===== src/svc_pkg.sv =====
package svc_pkg;

    ////////////////////////////////////////////////////////////////////////////////
    // Clock and tick
    localparam int CLK_PERIOD_NS = 4;
    localparam int MS_NS         = 1000000;
    localparam int TICK_CYCLES   = MS_NS / CLK_PERIOD_NS;
    localparam int TICK_W        = 18;
    localparam int MS_W          = 19;
    localparam int BLEN_W        = 13;

    ////////////////////////////////////////////////////////////////////////////////
    // Times in milliseconds
    localparam int FCOOL_HOLD_MS   = 5000;
    localparam int LEARN_HOLD_MS   = 11000;
    localparam int BEEPCFG_HOLD_MS = 16000;
    localparam int HEAT_WINDOW_MS  = 300000;
    localparam int CFG_TIMEOUT_MS  = 20000;
    localparam int DIAG_RUN_MS     = 30000;
    localparam int MATCH_LED_MS    = 30000;
    localparam int MATCH_BEEP_MS   = 4000;
    localparam int MISS_LED_MS     = 500;
    localparam int BLINK_HALF_MS   = 500;
    localparam int SHORT_BEEP_MS   = 100;
    localparam int LONG_BEEP_MS    = 1000;
    localparam int BEEP_GAP_MS     = 100;

    ////////////////////////////////////////////////////////////////////////////////
    // Register map
    localparam logic [3:0] REG_CTRL      = 4'h0;
    localparam logic [3:0] REG_STATUS    = 4'h4;
    localparam logic [3:0] REG_FAULT     = 4'h8;
    localparam int         CTRL_START    = 0;
    localparam int         CTRL_STOP     = 1;
    localparam int         ST_MODE_LSB   = 0;
    localparam int         ST_DIAG       = 8;
    localparam int         ST_FAULT      = 9;
    localparam int         ST_BLINK      = 10;
    localparam int         ST_BEEP_EN    = 11;
    localparam int         ST_TX_LSB     = 12;
    localparam int         ST_BRIGHT_LSB = 14;
    localparam int         ST_ARMED      = 16;

    ////////////////////////////////////////////////////////////////////////////////
    // Reset and default values
    localparam logic [1:0] TXCODE_DEFAULT  = 2'h0;
    localparam logic       BEEP_EN_DEFAULT = 1'b1;
    localparam logic [1:0] BRIGHT_DEFAULT  = 2'h0;
    localparam logic [7:0] NO_FAULT_CODE   = 8'h00;

    typedef enum logic [5:0] {
        MODE_OFF     = 6'h01,
        MODE_AUTO    = 6'h02,
        MODE_FCOOL   = 6'h04,
        MODE_FHEAT   = 6'h08,
        MODE_LEARN   = 6'h10,
        MODE_BEEPCFG = 6'h20
    } mode_t;

    typedef enum logic [2:0] {
        CMD_OPERATE              = 3'h0,
        CMD_UNIT_FACTORY_RESTORE = 3'h1,
        CMD_CHECK                = 3'h2,
        CMD_CHECK_LONG           = 3'h3,
        CMD_FAULT                = 3'h4,
        CMD_BRIGHT               = 3'h5
    } cmd_t;

    typedef struct packed {
        logic       valid;
        logic [1:0] txcode;
        cmd_t       cmd;
        logic [7:0] fault;
    } frame_t;

    typedef struct packed {
        logic [1:0] txcode;
        logic       beep_en;
        logic [1:0] bright;
        logic       fault_valid;
        logic [7:0] fault_code;
    } nv_t;

endpackage : svc_pkg


===== src/beep_player.sv =====
`timescale 1ns/1ns
module beep_player (
    input  wire logic                        clk,
    input  wire logic                        rstn,
    input  wire logic                        ms_tick,
    input  wire logic                        start,
    input  wire logic [2:0]                  count,
    input  wire logic [svc_pkg::BLEN_W-1:0]  len_ms,
    output logic                             buzz,
    output logic                             busy
);

    typedef struct packed {
        logic                       buzz;
        logic [2:0]                 left;
        logic [svc_pkg::BLEN_W-1:0] len;
        logic [svc_pkg::BLEN_W-1:0] cnt;
    } beep_state_t;

    localparam logic [svc_pkg::BLEN_W-1:0] GAP = svc_pkg::BLEN_W'(svc_pkg::BEEP_GAP_MS);

    beep_state_t s_r;
    beep_state_t s_nxt;

    ////////////////////////////////////////////////////////////////////////////////
    // Beep train: count beeps of len_ms, gaps between
    always_comb begin
        s_nxt = s_r;
        if (start && count != 3'h0) begin
            s_nxt.buzz = 1'b1;
            s_nxt.left = count;
            s_nxt.len  = len_ms;
            s_nxt.cnt  = '0;
        end else if (s_r.left != 3'h0 && ms_tick) begin
            s_nxt.cnt = s_r.cnt + 1'b1;
            if (s_r.buzz && s_nxt.cnt >= s_r.len) begin
                s_nxt.buzz = 1'b0;
                s_nxt.cnt  = '0;
                s_nxt.left = s_r.left - 1'b1;
            end else if (!s_r.buzz && s_nxt.cnt >= GAP) begin
                s_nxt.buzz = 1'b1;
                s_nxt.cnt  = '0;
            end
        end
    end

    always_ff @(posedge clk or negedge rstn) begin
        if (!rstn) begin
            s_r <= '0;
        end else begin
            s_r <= s_nxt;
        end
    end

    assign buzz = s_r.buzz;
    assign busy = (s_r.left != 3'h0);

endmodule : beep_player


===== src/service_button_and_fault_diag.sv =====
`timescale 1ns/1ns
module service_button_and_fault_diag #(
    parameter int TICK_CYCLES     = svc_pkg::TICK_CYCLES,
    parameter int FCOOL_HOLD_MS   = svc_pkg::FCOOL_HOLD_MS,
    parameter int LEARN_HOLD_MS   = svc_pkg::LEARN_HOLD_MS,
    parameter int BEEPCFG_HOLD_MS = svc_pkg::BEEPCFG_HOLD_MS,
    parameter int HEAT_WINDOW_MS  = svc_pkg::HEAT_WINDOW_MS,
    parameter int CFG_TIMEOUT_MS  = svc_pkg::CFG_TIMEOUT_MS,
    parameter int DIAG_RUN_MS     = svc_pkg::DIAG_RUN_MS,
    parameter int MATCH_LED_MS    = svc_pkg::MATCH_LED_MS
) (
    input  wire logic             CLK,
    input  wire logic             RSTN,
    input  wire logic             BUTTON,
    input  wire logic             UNIT_RESET_BTN,
    input  wire svc_pkg::frame_t  FRAME,
    input  wire logic             FAULT_EVT,
    input  wire logic [7:0]       FAULT_CODE,
    input  wire logic             BREAKDOWN,
    input  wire svc_pkg::nv_t     NV_IN,
    input  wire logic [3:0]       ADDR,
    input  wire logic [31:0]      WDATA,
    input  wire logic             WR,
    input  wire logic             RD,
    output logic [31:0]           RDATA,
    output svc_pkg::mode_t        MODE,
    output logic                  TIMER_LED,
    output logic                  POWER_LED,
    output logic                  BUZZER,
    output logic                  NV_WE,
    output svc_pkg::nv_t          NV_OUT
);

    localparam int MW = svc_pkg::MS_W;
    localparam int BW = svc_pkg::BLEN_W;

    typedef struct packed {
        logic [2:0]                 btn_sync;
        logic [2:0]                 rst_sync;
        logic                       btn;
        logic                       rstb;
        logic [svc_pkg::TICK_W-1:0] tick_cnt;
        logic                       ms_tick;
        logic [MW-1:0]              hold_ms;
        svc_pkg::mode_t             mode;
        logic [MW-1:0]              mode_ms;
        logic                       armed;
        logic                       diag;
        logic [MW-1:0]              run_ms;
        logic                       pled;
        logic [MW-1:0]              pled_ms;
        logic                       blink;
        logic                       tled;
        logic [MW-1:0]              blink_ms;
        svc_pkg::nv_t               nv;
        logic                       nv_we;
        logic                       loaded;
        logic [31:0]                rdata;
        logic                       bstart;
        logic [2:0]                 bcount;
        logic [BW-1:0]              blen;
    } ctl_state_t;

    ctl_state_t s_r;
    ctl_state_t s_nxt;
    logic       buzz;

    ////////////////////////////////////////////////////////////////////////////////
    // Helpers
    function automatic logic reached(input logic [MW-1:0] cnt, input int lim);
        reached = (cnt >= MW'(lim));
    endfunction : reached

    function automatic logic [MW-1:0] bump(input logic [MW-1:0] cnt);
        bump = (cnt == {MW{1'b1}}) ? cnt : cnt + 1'b1;
    endfunction : bump

    ////////////////////////////////////////////////////////////////////////////////
    // Next state
    always_comb begin
        logic press;
        logic hit_cool;
        logic hit_learn;
        logic hit_cfg;
        logic accept;
        logic start_op;
        logic stop_op;
        logic clr_led;
        press     = 1'b0;
        hit_cool  = 1'b0;
        hit_learn = 1'b0;
        hit_cfg   = 1'b0;
        accept    = 1'b0;
        start_op  = 1'b0;
        stop_op   = 1'b0;
        clr_led   = 1'b0;
        s_nxt = s_r;
        s_nxt.bstart = 1'b0;
        s_nxt.nv_we  = 1'b0;
        s_nxt.rdata  = 32'h0000_0000;

        // Pin synchronisers, change taken when stages two and three agree
        s_nxt.btn_sync = {s_r.btn_sync[1:0], BUTTON};
        s_nxt.rst_sync = {s_r.rst_sync[1:0], UNIT_RESET_BTN};
        if (s_r.btn_sync[1] == s_r.btn_sync[2]) begin
            s_nxt.btn = s_r.btn_sync[2];
        end
        if (s_r.rst_sync[1] == s_r.rst_sync[2]) begin
            s_nxt.rstb = s_r.rst_sync[2];
        end
        press = s_nxt.btn && !s_r.btn;

        // Millisecond tick
        s_nxt.ms_tick = 1'b0;
        if (s_r.tick_cnt == svc_pkg::TICK_W'(TICK_CYCLES - 1)) begin
            s_nxt.tick_cnt = '0;
            s_nxt.ms_tick  = 1'b1;
        end else begin
            s_nxt.tick_cnt = s_r.tick_cnt + 1'b1;
        end

        // Hold timer
        if (!s_r.btn) begin
            s_nxt.hold_ms = '0;
        end else if (s_r.ms_tick) begin
            s_nxt.hold_ms = bump(s_r.hold_ms);
            hit_cool  = (s_r.hold_ms == MW'(FCOOL_HOLD_MS - 1));
            hit_learn = (s_r.hold_ms == MW'(LEARN_HOLD_MS - 1));
            hit_cfg   = (s_r.hold_ms == MW'(BEEPCFG_HOLD_MS - 1));
        end

        // Mode, run and LED timers
        if (s_r.ms_tick) begin
            s_nxt.mode_ms = bump(s_r.mode_ms);
            if (s_r.pled_ms != '0) begin
                s_nxt.pled_ms = s_r.pled_ms - 1'b1;
            end
            if (s_r.diag && s_r.mode != svc_pkg::MODE_OFF) begin
                s_nxt.run_ms = bump(s_r.run_ms);
            end
            if (reached(s_r.blink_ms, svc_pkg::BLINK_HALF_MS - 1)) begin
                s_nxt.blink_ms = '0;
                s_nxt.tled     = s_r.blink && !s_r.tled;
            end else begin
                s_nxt.blink_ms = s_r.blink_ms + 1'b1;
            end
        end
        if (!s_r.blink) begin
            s_nxt.tled = 1'b0;
        end
        s_nxt.pled = (s_nxt.pled_ms != '0);

        // Stored record caught once after reset release
        if (!s_r.loaded) begin
            s_nxt.loaded = 1'b1;
            s_nxt.nv     = NV_IN;
        end

        // Register port
        if (WR && ADDR == svc_pkg::REG_CTRL) begin
            start_op = WDATA[svc_pkg::CTRL_START];
            stop_op  = WDATA[svc_pkg::CTRL_STOP];
        end
        if (RD) begin
            case (ADDR)
                svc_pkg::REG_STATUS: begin
                    s_nxt.rdata[svc_pkg::ST_MODE_LSB +: 6]   = s_r.mode;
                    s_nxt.rdata[svc_pkg::ST_DIAG]            = s_r.diag;
                    s_nxt.rdata[svc_pkg::ST_FAULT]           = s_r.nv.fault_valid;
                    s_nxt.rdata[svc_pkg::ST_BLINK]           = s_r.blink;
                    s_nxt.rdata[svc_pkg::ST_BEEP_EN]         = s_r.nv.beep_en;
                    s_nxt.rdata[svc_pkg::ST_TX_LSB +: 2]     = s_r.nv.txcode;
                    s_nxt.rdata[svc_pkg::ST_BRIGHT_LSB +: 2] = s_r.nv.bright;
                    s_nxt.rdata[svc_pkg::ST_ARMED]           = s_r.armed;
                end
                svc_pkg::REG_FAULT: begin
                    s_nxt.rdata[7:0] = s_r.nv.fault_code;
                end
                default: begin
                    s_nxt.rdata = 32'h0000_0000;
                end
            endcase
        end

        // Button actions
        if (press) begin
            case (s_r.mode)
                svc_pkg::MODE_BEEPCFG: begin
                    s_nxt.mode_ms = '0;
                    if (s_r.armed) begin
                        s_nxt.nv.beep_en = !s_r.nv.beep_en;
                        s_nxt.nv_we      = 1'b1;
                        s_nxt.bstart     = 1'b1;
                        s_nxt.bcount     = 3'h1;
                        s_nxt.blen       = s_r.nv.beep_en ? BW'(svc_pkg::SHORT_BEEP_MS)
                                                          : BW'(svc_pkg::LONG_BEEP_MS);
                    end
                end
                svc_pkg::MODE_FCOOL, svc_pkg::MODE_FHEAT, svc_pkg::MODE_LEARN: begin
                    s_nxt.mode = s_r.mode;
                end
                default: begin
                    start_op = 1'b1;
                end
            endcase
        end
        if (s_r.mode != svc_pkg::MODE_BEEPCFG) begin
            if (hit_cool) begin
                s_nxt.bstart = 1'b1;
                s_nxt.blen   = BW'(svc_pkg::SHORT_BEEP_MS);
                s_nxt.mode_ms = '0;
                if (s_r.mode == svc_pkg::MODE_FCOOL && !reached(s_r.mode_ms, HEAT_WINDOW_MS)) begin
                    s_nxt.mode   = svc_pkg::MODE_FHEAT;
                    s_nxt.bcount = 3'h2;
                end else begin
                    s_nxt.mode   = svc_pkg::MODE_FCOOL;
                    s_nxt.bcount = 3'h1;
                end
            end
            if (hit_learn) begin
                s_nxt.mode   = svc_pkg::MODE_LEARN;
                s_nxt.armed  = 1'b0;
                s_nxt.bstart = 1'b1;
                s_nxt.bcount = 3'h3;
                s_nxt.blen   = BW'(svc_pkg::SHORT_BEEP_MS);
            end
            if (hit_cfg) begin
                s_nxt.mode    = svc_pkg::MODE_BEEPCFG;
                s_nxt.armed   = 1'b0;
                s_nxt.mode_ms = '0;
                s_nxt.bstart  = 1'b1;
                s_nxt.bcount  = 3'h4;
                s_nxt.blen    = BW'(svc_pkg::SHORT_BEEP_MS);
            end
        end
        if (s_r.mode == svc_pkg::MODE_BEEPCFG && reached(s_r.mode_ms, CFG_TIMEOUT_MS)) begin
            s_nxt.mode  = svc_pkg::MODE_OFF;
            s_nxt.armed = 1'b0;
        end

        // Remote frames
        accept = FRAME.valid && (FRAME.txcode == s_r.nv.txcode || s_r.mode == svc_pkg::MODE_LEARN);
        if (accept) begin
            if (s_r.nv.beep_en) begin
                s_nxt.bstart = 1'b1;
                s_nxt.bcount = 3'h1;
                s_nxt.blen   = BW'(svc_pkg::SHORT_BEEP_MS);
            end
            if (s_r.mode == svc_pkg::MODE_LEARN && s_r.armed
                && FRAME.cmd != svc_pkg::CMD_UNIT_FACTORY_RESTORE) begin
                s_nxt.nv.txcode = FRAME.txcode;
                s_nxt.nv_we     = 1'b1;
                s_nxt.mode      = svc_pkg::MODE_OFF;
                s_nxt.armed     = 1'b0;
            end else begin
                case (FRAME.cmd)
                    svc_pkg::CMD_UNIT_FACTORY_RESTORE: begin
                        if (s_r.mode == svc_pkg::MODE_LEARN || s_r.mode == svc_pkg::MODE_BEEPCFG) begin
                            s_nxt.armed = 1'b1;
                        end else begin
                            s_nxt.nv.txcode  = svc_pkg::TXCODE_DEFAULT;
                            s_nxt.nv.beep_en = svc_pkg::BEEP_EN_DEFAULT;
                            s_nxt.nv.bright  = svc_pkg::BRIGHT_DEFAULT;
                            s_nxt.nv_we      = 1'b1;
                        end
                    end
                    svc_pkg::CMD_OPERATE: begin
                        start_op = (s_r.mode == svc_pkg::MODE_OFF);
                    end
                    svc_pkg::CMD_BRIGHT: begin
                        s_nxt.nv.bright = s_r.nv.bright + 1'b1;
                        s_nxt.nv_we     = 1'b1;
                    end
                    svc_pkg::CMD_CHECK: begin
                        if (s_r.mode == svc_pkg::MODE_FCOOL) begin
                            s_nxt.nv.fault_valid = 1'b0;
                            s_nxt.nv.fault_code  = svc_pkg::NO_FAULT_CODE;
                            s_nxt.nv_we          = 1'b1;
                            s_nxt.bstart         = 1'b1;
                            s_nxt.bcount         = 3'h1;
                            s_nxt.blen           = BW'(svc_pkg::SHORT_BEEP_MS);
                        end
                    end
                    svc_pkg::CMD_CHECK_LONG: begin
                        s_nxt.diag   = !s_r.diag;
                        s_nxt.run_ms = '0;
                        s_nxt.bstart = 1'b0;
                    end
                    svc_pkg::CMD_FAULT: begin
                        if (s_r.diag) begin
                            s_nxt.bstart = 1'b0;
                            if (FRAME.fault == svc_pkg::NO_FAULT_CODE && !s_r.nv.fault_valid) begin
                                s_nxt.pled_ms = MW'(MATCH_LED_MS);
                                s_nxt.bstart  = 1'b1;
                                s_nxt.bcount  = 3'h3;
                                s_nxt.blen    = BW'(svc_pkg::SHORT_BEEP_MS);
                            end else if (s_r.nv.fault_valid && FRAME.fault == s_r.nv.fault_code) begin
                                s_nxt.pled_ms = MW'(MATCH_LED_MS);
                                s_nxt.bstart  = 1'b1;
                                s_nxt.bcount  = 3'h1;
                                s_nxt.blen    = BW'(svc_pkg::MATCH_BEEP_MS);
                            end else begin
                                s_nxt.pled_ms = MW'(svc_pkg::MISS_LED_MS);
                            end
                            s_nxt.pled = 1'b1;
                        end
                    end
                    default: begin
                        s_nxt.diag = s_r.diag;
                    end
                endcase
            end
        end
        if (s_r.diag && reached(s_r.run_ms, DIAG_RUN_MS)) begin
            s_nxt.diag = 1'b0;
        end

        // Start and stop of operation
        if (start_op && (s_r.mode == svc_pkg::MODE_OFF || s_r.mode == svc_pkg::MODE_AUTO)) begin
            s_nxt.mode  = svc_pkg::MODE_AUTO;
            s_nxt.blink = BREAKDOWN;
        end
        if (stop_op) begin
            s_nxt.mode  = svc_pkg::MODE_OFF;
            s_nxt.armed = 1'b0;
            clr_led     = 1'b1;
        end
        if (s_nxt.rstb && !s_r.rstb) begin
            clr_led = 1'b1;
        end
        if (clr_led) begin
            s_nxt.blink = 1'b0;
        end

        // Abnormality wins over other mode, blink and fault record updates this cycle
        if (FAULT_EVT) begin
            s_nxt.mode           = svc_pkg::MODE_OFF;
            s_nxt.blink          = 1'b1;
            s_nxt.nv.fault_valid = 1'b1;
            s_nxt.nv.fault_code  = FAULT_CODE;
            s_nxt.nv_we          = 1'b1;
        end
    end

    ////////////////////////////////////////////////////////////////////////////////
    // State register
    always_ff @(posedge CLK or negedge RSTN) begin
        if (!RSTN) begin
            s_r            <= '0;
            s_r.mode       <= svc_pkg::MODE_OFF;
            s_r.nv.txcode  <= svc_pkg::TXCODE_DEFAULT;
            s_r.nv.beep_en <= svc_pkg::BEEP_EN_DEFAULT;
            s_r.nv.bright  <= svc_pkg::BRIGHT_DEFAULT;
        end else begin
            s_r <= s_nxt;
        end
    end

    ////////////////////////////////////////////////////////////////////////////////
    // Buzzer
    beep_player u_beep (
        .clk     (CLK),
        .rstn    (RSTN),
        .ms_tick (s_r.ms_tick),
        .start   (s_r.bstart),
        .count   (s_r.bcount),
        .len_ms  (s_r.blen),
        .buzz    (buzz),
        .busy    ()
    );

    assign RDATA     = s_r.rdata;
    assign MODE      = s_r.mode;
    assign TIMER_LED = s_r.tled;
    assign POWER_LED = s_r.pled;
    assign BUZZER    = buzz;
    assign NV_WE     = s_r.nv_we;
    assign NV_OUT    = s_r.nv;

endmodule : service_button_and_fault_diag


===== config.mk =====
export PLATFORM = sky130hd
export DESIGN_NAME = service_button_and_fault_diag
export DESIGN_NICKNAME = d
export VERILOG_FILES = /design/src/svc_pkg.sv /design/src/beep_player.sv /design/src/service_button_and_fault_diag.sv
export SDC_FILE = /design/constraint.sdc
export NUM_CORES = 1
export LEC_CHECK = 0
export BUFFER_PORTS_ARGS = -buffer_cell sky130_fd_sc_hd__buf_2
export CORE_MARGIN = 3
export CORE_UTILIZATION = 39
export DETAILED_ROUTE_END_ITERATION = 12
export SYNTH_ARGS = -nofsm -noshare
export SYNTH_HDL_FRONTEND = slang
export SYNTH_SLANG_ARGS = --single-unit

===== constraint.sdc =====
create_clock -name CLK -period 4.7 [get_ports CLK]
set_input_delay 0.94 -clock CLK [delete_from_list [all_inputs] [get_ports CLK]]
set_output_delay 0.94 -clock CLK [all_outputs]
set_load 0.02 [all_outputs]

==> results of run 1 <==
## cells in the mapped netlist (all sizes together), types with 3 or more instances
cell type	instances	share of area, %
mux2	3	0.29
a21oi	38	1.7
a211o	4	0.30
dfrtp	211	45
a211oi	10	0.69
o21ai	68	2.9
and2	21	1.2
nand2b	15	0.81
a21o	4	0.26
inv	42	1.4
or2	6	0.32
a22o	9	0.68
mux2i	22	1.9
nand3	41	1.8
nor3b	6	0.39
nand2	107	3.5
o21a	6	0.39
or4b	3	0.26
ha	25	2.7
buf	64	3.9
o211ai	12	0.77
or4	7	0.48
a311oi	4	0.30
nor4	21	1.2
or3	16	0.90
or3b	3	0.23
xor2	61	4.6
nor4b	4	0.30
nand3b	3	0.19
nor3	32	1.4
and3	29	1.6
a31oi	12	0.65
nor2	164	5.3
a41oi	5	0.38
clkbuf	23	0.74
and4	7	0.53
o31ai	3	0.24
nand4	42	2.3
a22oi	3	0.19
xnor2	40	3.0
a2111oi	5	0.43
nor2b	9	0.48
nand4b	4	0.30
## cells in the final DEF, fill, tap and decap left out, types with 19 or more instances in the layout
master     synthesis  layout
inv_1             42      42
nand4_1           42      42
dfrtp_1          211     211
nor4_1            19      19
clkbuf_16          0      25
buf_2             10      89
nor2_1           164     164
ha_1              25      25
o21ai_0           64      64
mux2i_1           22      22
a21oi_1           37      37
xor2_1            61      61
nand2_1          107     107
nand3_1           40      40
and3_1            28      28
nor3_1            31      31
xnor2_1           40      40
## power groups by stage
| stage | logic (mW) | registers, mW | clock network (mW) |
|---|---|---|---|
| finish | 0.596 | 2.14 | 2.10 |
| detailed placement | 0.600 | 2.17 | 0 |
| global route | 0.688 | 2.16 | 2.23 |
| global placement | 0.584 | 2.16 | 0 |
| CTS | 0.606 | 2.13 | 2.16 |
| floorplan | 0.449 | 2.12 | 0 |
## final timing paths
check                                             endpoint  slack (ns)  cells past startpoint                       from
max in group asynchronous               s_r[104]$_DFF_PN0_        3.17                      2                       RSTN
worst max-delay path            u_beep.s_r[27]$_DFFE_PN0P_        1.04                     12  u_beep.s_r[0]$_DFFE_PN0P_
worst max register to register  u_beep.s_r[27]$_DFFE_PN0P_        1.04                     12  u_beep.s_r[0]$_DFFE_PN0P_
min in group asynchronous               s_r[182]$_DFF_PN0_        0.47                      1                       RSTN
worst min register to register        s_nxt[194]$_DFF_PN0_        0.35                      0       s_nxt[193]$_DFF_PN0_
worst min-delay path                  s_nxt[194]$_DFF_PN0_        0.35                      0       s_nxt[193]$_DFF_PN0_
## layer usage
metal,global-route usage [%],vias to the layer above,wire length [um]
met2,26.2,172,11700
met5,0,-,7
met3,2.86,42,1290
li1,-,4447,-
met4,4.06,2,554
met1,24.0,4312,12600
## worst max-delay path: cells and delay by family (launching register included)
family	cells	cell delay [ns]
adder cells (fa/ha/maj)	2	0.69
AND/OR/NAND/NOR	4	0.97
XOR/XNOR	1	0.21
flip-flops	1	0.55
AO/OA/AOI/OAI	4	0.96
multiplexers	1	0.15
## stage by stage
stage | power, mW | setup slack (ns) | cell area (um2)
final | 4.83 | 1.04 | 13100
after global routing | 5.08 | 0.688 | 13100
after CTS | 4.90 | 1.05 | 13100
after detailed placement | 2.77 | 1.10 | 12200
after global placement | 2.74 | 1.13 | 12200
after floorplan | 2.57 | 1.59 | 11700
## cell type report
class	count	area share [%]
sequential	213	40.8
tap	384	3.68
inverter	43	1.24
timing repair buffer	99	4.14
clock buffer	32	5.37
clock inverter	14	1.57
multi-input combinational	918	43.2
## registers in the layout (all words and copies together) (netlist names)
| register | cells |
|---|---|
| s_r | 139 |
| u_beep.s_r | 29 |
| RDATA | 17 |
| NV_OUT | 14 |
| MODE | 6 |
| s_nxt | 4 |
| NV_WE | 1 |
| POWER_LED | 1 |
| TIMER_LED | 1 |
| u_beep.buzz | 1 |
## cell families (layout without fill, tap and decap cells)
family / Yosys count / count (layout) / synth area share [%]
other: 2 / 16 / 0.0646
muxes: 25 / 25 / 2.18
buffers and inverters: 130 / 188 / 6.08
AOI/OAI and AO/OA: 205 / 205 / 11.6
adders and majority gates: 27 / 27 / 2.86
DFF: 213 / 213 / 45.8
and+or+nand+nor: 544 / 544 / 23.7
xor gates and xnor gates: 101 / 101 / 7.60
==> results.md, run 1 <==
* H-tree depth at 1
* Crit path launch type: flip-flop
* Fraction of registers with async set/reset at 100%
* Setup violators final at 0
* Vias in the first global route at between 8000 and 9000
* Routability Congestion at between 0.8 and 0.9
* RSZ-0062 raised after global routing: no
* Clock tree buffer depth at 3
* Synth Warn # at 0
* Gr usage total at 16.6%
* CP cell instances: ha_1, nand2_1, nor2_1, and3_1, xor2_1, ha_1, and4_1, a21oi_1, a21oi_1, o211ai_1, mux2i_1, a22o_1
* Number of synthesized flops with an enable pin at 0
* Worst Hold Margin at 0.347 ns
* Site Rows at slightly above 60
* Share of cells above drive strength 1 at 13.2%
* Antenna violations before repair at 1
* CP max stage cell: dfrtp_1
* Largest net degree at the start of global routing at 115
* CTS buffer count at 25
* Final nets at roughly 1400
* Ant. Diodes at 0
* Cells resized by post-CTS repair at 0
* Die Span X at around 180 um
* DRT Wirelength at roughly 26000 um
* Starting Density at around two fifths
* PortBufs at 90
* # clock sinks at 213
* Period utilisation layout at between 70% and 80%
* Worst EP required at roughly 5.1 ns
* Post-route core utilization at 45.0%
* Clock network power share at around 43%
* Drt drc at 0
* DR iter-0 viols at about 620
* Min Tclk post-route at approximately 3.7 ns
* Syn avg cell area at roughly 9.3 um2
* Post-route ant nets at 0
* Max IR drop VDD at 0.235 mV
* Seq/Total Area, Yosys at a little under half
* Status: completed
* Crit end category: flip-flop
* Gate count after technology mapping at approximately 1200
* Max-cap violation count at 0
* Netlist cell types at 83
* Crit Path Category: reg2reg
* Logic pwr share at around 12%
* Root buf cell: clkbuf_16
* Setup Buffers After CTS at 0
* Worst Path Max Fanout at 11
* Die Span Y at between 150 and 200 um
* Mean number of vias per cell at around 5.3
* Worst path max stage delay at roughly 0.55 ns
* Clock Latency Late Sink at 0.52 ns
* Switching fraction of total power at approximately a quarter
* DR WL/cell at ~15 um
* Footprint of the multi-input gates at roughly 0.0056 mm2
* Post-route setup TNS at 0 ns
* Placed Cells incl. Taps at between 1500 and 2000
* CORE AREA at roughly 0.029 mm2
* CTS tree: built
* Sequential share of power at between 40% and 50%
* Fin cells at roughly 1700
* Maximum clock rate at roughly 270 MHz
* Pwr Density at ~370 mW/mm2
* Clk_skew at around 0.011 ns
* Cell leakage power at between 5 and 6 nW
* Type of the most critical hold path: reg2reg
* Slew Limit Headroom at approximately 29%
* Fill cell count at roughly 2800
* Layout area overhead at 12.3%
* Drt first pass iters at 5
* Register bit total from synthesis at 213
* I/O pins at 136
* Via count at approximately 9000
* Register area at 0.00533 mm2
* Cell Area, Synth at 0.0116 mm2
* Worst Max-Slew Pin Slew at 1.06 ns
* Slew Limit Fails at 0
* Global-route wire length before repair at between 40000 and 50000 um
* Die area at ~0.032 mm2
* Critical Path AT at a little over 4 ns
* Internal at about 3.5 mW
* Hold buffer count at CTS at 0
* Clk pin slew, worst setup/hold paths at ~0.060 ns
* Ys flop type: dfrtp_1
* DP Wirelength at between 15000 and 20000 um
* Total gr overflow at 0
* Final Hold Fails at 0
* Net Sw Power at roughly 1.3 mW
No activity file was read; power rests on OpenSTA's default activity.
==> run 2: changes to the inputs <==
==> constraint.sdc (replaced) <==
create_clock -name CLK -period 3.3 [get_ports CLK]
set_input_delay 0.66 -clock CLK [delete_from_list [all_inputs] [get_ports CLK]]
set_output_delay 0.66 -clock CLK [all_outputs]
set_load 0.02 [all_outputs]
==> results.md, run 2 (synthesized netlist as in run 1, its figures left out) <==
* Dpl cell area at roughly 0.012 mm2
* Worst Path Max Fanout at 10
* Max IR drop VDD at a little under 0.3 mV
* Crit Path Category: reg2reg
* Crit path launch type: flip-flop
* Cell leakage power at 5.72 nW
* Min Tclk post-route at a little under 3 ns
* Final Hold Fails at 0
* CORE AREA at around 0.029 mm2
* Type of the most critical hold path: in2async
* Setup violators final at 0
* Pwr Density at 491 mW/mm2
* Cells resized by post-CTS repair at 0
* DR iter-0 viols at between 500 and 600
* Vias in the first global route at 8803
* # clock sinks at between 200 and 250
* DR WL/cell at ~15 um
* Mean number of vias per cell at around 5.3
* Slew Limit Headroom at between 40% and 50%
* Clk pin slew, worst setup/hold paths at approximately 0.06 ns
* Clk_skew at 0.00833 ns
* Layout area overhead at 12.1%
* Routability Congestion at 0.856
* Post-route ant nets at 0
* Die Span X at ~180 um
* DRT Wirelength at 26200 um
* Via count at around 9000
* Status: completed
* Starting Density at between 40% and 50%
* Fill cell count at approximately 2900
* Site Rows at between 60 and 70
* DP Wirelength at about 19000 um
* Max reg flops at 139
* Commonest cells after routing, fill and taps aside: 211 x dfrtp_1, 164 x nor2_1, 107 x nand2_1
* CTS buffer count at 25
* Critical Path AT at ~3.3 ns
* Post-route core utilization at between 40% and 50%
* Setup Buffers After CTS at 0
* H-tree depth at 1
* Drt first pass iters at 5
* Crit end category: flip-flop
* Maximum clock rate at about 350 MHz
* Total gr overflow at 0
* CTS tree: built
* Ant. Diodes at 0
* Drt drc at 0
* Gr usage total at approximately 17%
* Most common cell after layout, fill and taps aside: dfrtp_1
* Clock Latency Late Sink at around 0.5 ns
* Slew Limit Fails at 0
* Global-route wire length before repair at ~44000 um
* Clock tree buffer depth at 3
* Period utilisation layout at roughly 87%
* Post-route setup TNS at 0 ns
* Share of cells above drive strength 1 at 13.7%
* Hold buffer count at CTS at 0
* Largest net degree at the start of global routing at 76
* Worst Hold Margin at approximately 0.13 ns
* Final instance area at ~0.013 mm2
* Reg with most FFs: s_r
* Die Span Y at approximately 180 um
* Antenna violations before repair at 2
* Max-cap violation count at 0
* Die area at around 0.032 mm2
* I/O pins at 136
* PortBufs at 90
* Final nets at 1422
* RSZ-0062 raised after global routing: no
* Worst EP required at about 3.7 ns
* Worst Max-Slew Pin Slew at ~0.83 ns
* Root buf cell: clkbuf_16
## run 2: worst max-delay path: stages (launching register included)
cell      delay (ns)
dfrtp_1         0.39
ha_1            0.22
nand2_1         0.14
nor2_1          0.07
and3_1          0.20
xor2_1          0.24
ha_1            0.30
and4_1          0.23
a21oi_1         0.15
a21oi_1         0.11
o31ai_1         0.31
a21oi_2         0.16
a211oi_1        0.27
## run 2: path summary, 6_finish.rpt
check | from | endpoint | slack (ns) | depth (start not counted)
max | u_beep.s_r[0]$_DFFE_PN0P_ | u_beep.s_r[9]$_DFFE_PN0P_ | 0.42 | 12
min | RSTN | s_r[184]$_DFF_PN0_ | 0.13 | 1
max reg2reg | u_beep.s_r[0]$_DFFE_PN0P_ | u_beep.s_r[9]$_DFFE_PN0P_ | 0.42 | 12
min reg2reg | s_nxt[193]$_DFF_PN0_ | s_nxt[194]$_DFF_PN0_ | 0.35 | 0
max in group asynchronous | RSTN | s_r[4]$_DFF_PN0_ | 2.38 | 2
min in group CLK | UNIT_RESET_BTN | s_nxt[193]$_DFF_PN0_ | 0.26 | 1
## run 2: area by class of cell
type | instances | area [um2] | area share, %
clock inverter | 4 | 20.0 | 0.153
clock buffer | 37 | 721 | 5.52
tap | 384 | 480 | 3.68
timing repair buffer | 116 | 681 | 5.22
sequential | 213 | 5330 | 40.9
multi-input combinational | 918 | 5650 | 43.3
inverter | 43 | 161 | 1.24
## run 2: metal layers
metal / routed length [um] / part of all wire [%] / vias up / global-route usage (%)
li1: - / - / 4478 / -
met1: 12700 / 49 / 4337 / 24.1
met5: 27 / 0.10 / - / 0
met4: 466 / 1.8 / 4 / 3.70
met2: 11700 / 45 / 185 / 25.9
met3: 1310 / 5.0 / 39 / 2.92
## run 2: per-stage QoR
step	setup WS, ns	std cells	power (mW)
after CTS	0.112	1715	6.51
after global placement	0.185	1674	3.92
after floorplan	0.188	1261	3.66
after detailed placement	0.129	1674	3.95
final	0.418	1715	6.41
after global routing	0.0919	1715	6.75
## run 2: report_power, final
group | total (mW) | switching, mW | internal, mW | leakage, nW
Combinational | 0.879 | 0.514 | 0.366 | 2.63
Clock | 2.50 | 1.01 | 1.49 | 0.368
Sequential | 3.03 | 0.220 | 2.81 | 2.72
Total | 6.41 | 1.74 | 4.66 | 5.72
==> run 3: changes to the inputs <==
--- a/config.mk
+++ b/config.mk
@@ -5,10 +5,12 @@
 export SDC_FILE = /design/constraint.sdc
 export NUM_CORES = 1
 export LEC_CHECK = 0
+export ABC_CLOCK_PERIOD_IN_PS = 3300
 export BUFFER_PORTS_ARGS = -buffer_cell sky130_fd_sc_hd__buf_2
 export CORE_MARGIN = 3
-export CORE_UTILIZATION = 39
+export CORE_UTILIZATION = 53
 export DETAILED_ROUTE_END_ITERATION = 12
+export PLACE_DENSITY = 0.76
 export SYNTH_ARGS = -nofsm -noshare
 export SYNTH_HDL_FRONTEND = slang
 export SYNTH_SLANG_ARGS = --single-unit
==> results.md, run 3 (synthesized netlist as in run 1, its figures left out) <==
* Status: completed
* Critical path's top delay family: compound AO/OA/AOI/OAI gates
* Clk_skew at ~0.01 ns
* Share of cells above drive strength 1 at about 14%
* Met3 Use GR at 3.80%
* Final worst setup slack at approximately 0.25 ns
* Clk pin slew, worst setup/hold paths at ~0.06 ns
* Min Tclk post-route at 3.05 ns
* Most used routing layer: met2
* Worst EP required at ~3.7 ns
* CP cell instances: nand3_2, nor3_1, xor2_1, ha_1, a21o_1, o21ai_0, a21oi_1, o211ai_1, mux2i_1, a22o_1
* PortBufs at 90
* DR iter-0 viols at approximately 640
* Crit Path Category: reg2reg
* Final Hold Fails at 0
* Die Span X at about 150 um
* I/O pins at about 140
* Antenna violations before repair at 0
* CP max stage cell: o211ai_1
* Overall power at just under 7 mW
* # clock sinks at 213
* Crit path launch type: flip-flop
* Fill cell count at 1698
* Routability Congestion at around 0.89
* Ant. Diodes at 0
* DP Wirelength at about 18000 um
* Crit end category: flip-flop
* Setup violators final at 0
* CORE AREA at between 0.02 and 0.025 mm2
* Hold buffer count at CTS at 0
* Max IR drop VDD at 0.395 mV
* Worst Path Max Fanout at 10
* Final nets at about 1400
* GR Util met2 at around a third
* Global-route wire length before repair at 44100 um
* Max reg flops at 139
* Clock Latency Late Sink at roughly 0.51 ns
* Most common cell after layout, fill and taps aside: dfrtp_1
* Post-route setup TNS at 0 ns
* Met1 Track Usage GR at between 30% and 40%
* Fin cells at roughly 1600
* Total gr overflow at 0
* Die area at between 0.02 and 0.025 mm2
* Placed Cells incl. Taps at between 1500 and 2000
* Post-route ant nets at 0
* CTS buffer count at 24
* Critical Path AT at about 3.4 ns
* Max-cap violation count at 0
* Pwr Density at about 530 mW/mm2
* CTS tree: built
* Clock tree buffer depth at 3
* RSZ-0062 raised after global routing: no
* Largest net degree at the start of global routing at between 80 and 90
* Worst Max-Slew Pin Slew at 0.901 ns
* H-tree depth at 1
* Starting Density at between 50% and 60%
* Die Span Y at between 150 and 200 um
* Worst path max stage delay at roughly 0.46 ns
* Drt drc at 0
* Layout area overhead at 12.4%
* Period utilisation layout at 92.3%
* Cell leakage power at slightly below 6 nW
* DRT Wirelength at approximately 26000 um
* Drt first pass iters at 5
* Post-route core utilization at 61.4%
* Maximum clock rate at between 300 and 400 MHz
* DR WL/cell at ~16 um
* Root buf cell: clkbuf_16
* Gr usage total at 21.8%
* Reg with most FFs: s_r
* Slew Limit Headroom at between 30% and 40%
* Dpl ws at roughly 0.13 ns
* Mean number of vias per cell at about 5.8
* Type of the most critical hold path: in2async
* Site Rows at 53
* Slew Limit Fails at 0
* CP bufs+invs at 0
* Via count at around 9200
* Vias in the first global route at ~9000
* Commonest cells after routing, fill and taps aside: 211 x dfrtp_1, 164 x nor2_1, 107 x nand2_1
[run 3: cell types whose count changed in the layout (fill, tap and decap cells not counted)]
| cell | before | now |
|---|---|---|
| buf_4 | 24 | 22 |
| bufinv_16 | 0 | 6 |
| clkbuf_1 | 7 | 1 |
| clkinv_2 | 4 | 5 |
| clkinvlp_4 | 0 | 2 |
[run 3: power by group]
part	switching, mW	internal [mW]	total (mW)
clock	1.07	1.96	3.03
combinational	0.526	0.368	0.894
sequential	0.223	2.81	3.03
[run 3: repair_timing]
action                     CTS  global route
setup endpoints to repair    0            10
buffers inserted             0             0
resized for setup            0             1
[run 3: through the flow]
step                cell area (um2)  hold slack [ns]
global route                  13100            0.176
global placement              12200            0.332
floorplan                     11700            0.331
CTS                           13100            0.161
detailed placement            12200            0.340
finish                        13100            0.121
[run 3: layout make-up]
cell class	instances	area (um2)	share of cell area, %
multi-input cells	918	5650	43.2
flip-flops and latches	213	5330	40.8
clock buffers	31	698	5.34
repair buffers	114	666	5.09
well taps	275	344	2.63
clock inverters	13	220	1.68
inverters	43	161	1.23
[run 3: path summary, 6_finish.rpt]
| kind | start | to | slack (ns) | cells after the start |
|---|---|---|---|---|
| max in group asynchronous | RSTN | MODE[0]$_DFF_PN1_ | 2.34 | 2 |
| min in group CLK | UNIT_RESET_BTN | s_nxt[193]$_DFF_PN0_ | 0.25 | 1 |
| worst max register to register | u_beep.s_r[2]$_DFFE_PN0P_ | u_beep.s_r[27]$_DFFE_PN0P_ | 0.25 | 10 |
| worst min register to register | s_nxt[196]$_DFF_PN0_ | s_nxt[197]$_DFF_PN0_ | 0.35 | 0 |
| worst max-delay path | u_beep.s_r[2]$_DFFE_PN0P_ | u_beep.s_r[27]$_DFFE_PN0P_ | 0.25 | 10 |
| worst min-delay path | RSTN | s_r[81]$_DFFE_PN0P_ | 0.12 | 1 |
[run 3: metal layers]
layer,vias to the layer above,wire length [um]
li1,4471,-
met1,4471,11700
met2,262,12000
met3,42,1490
met4,0,568
met5,-,0
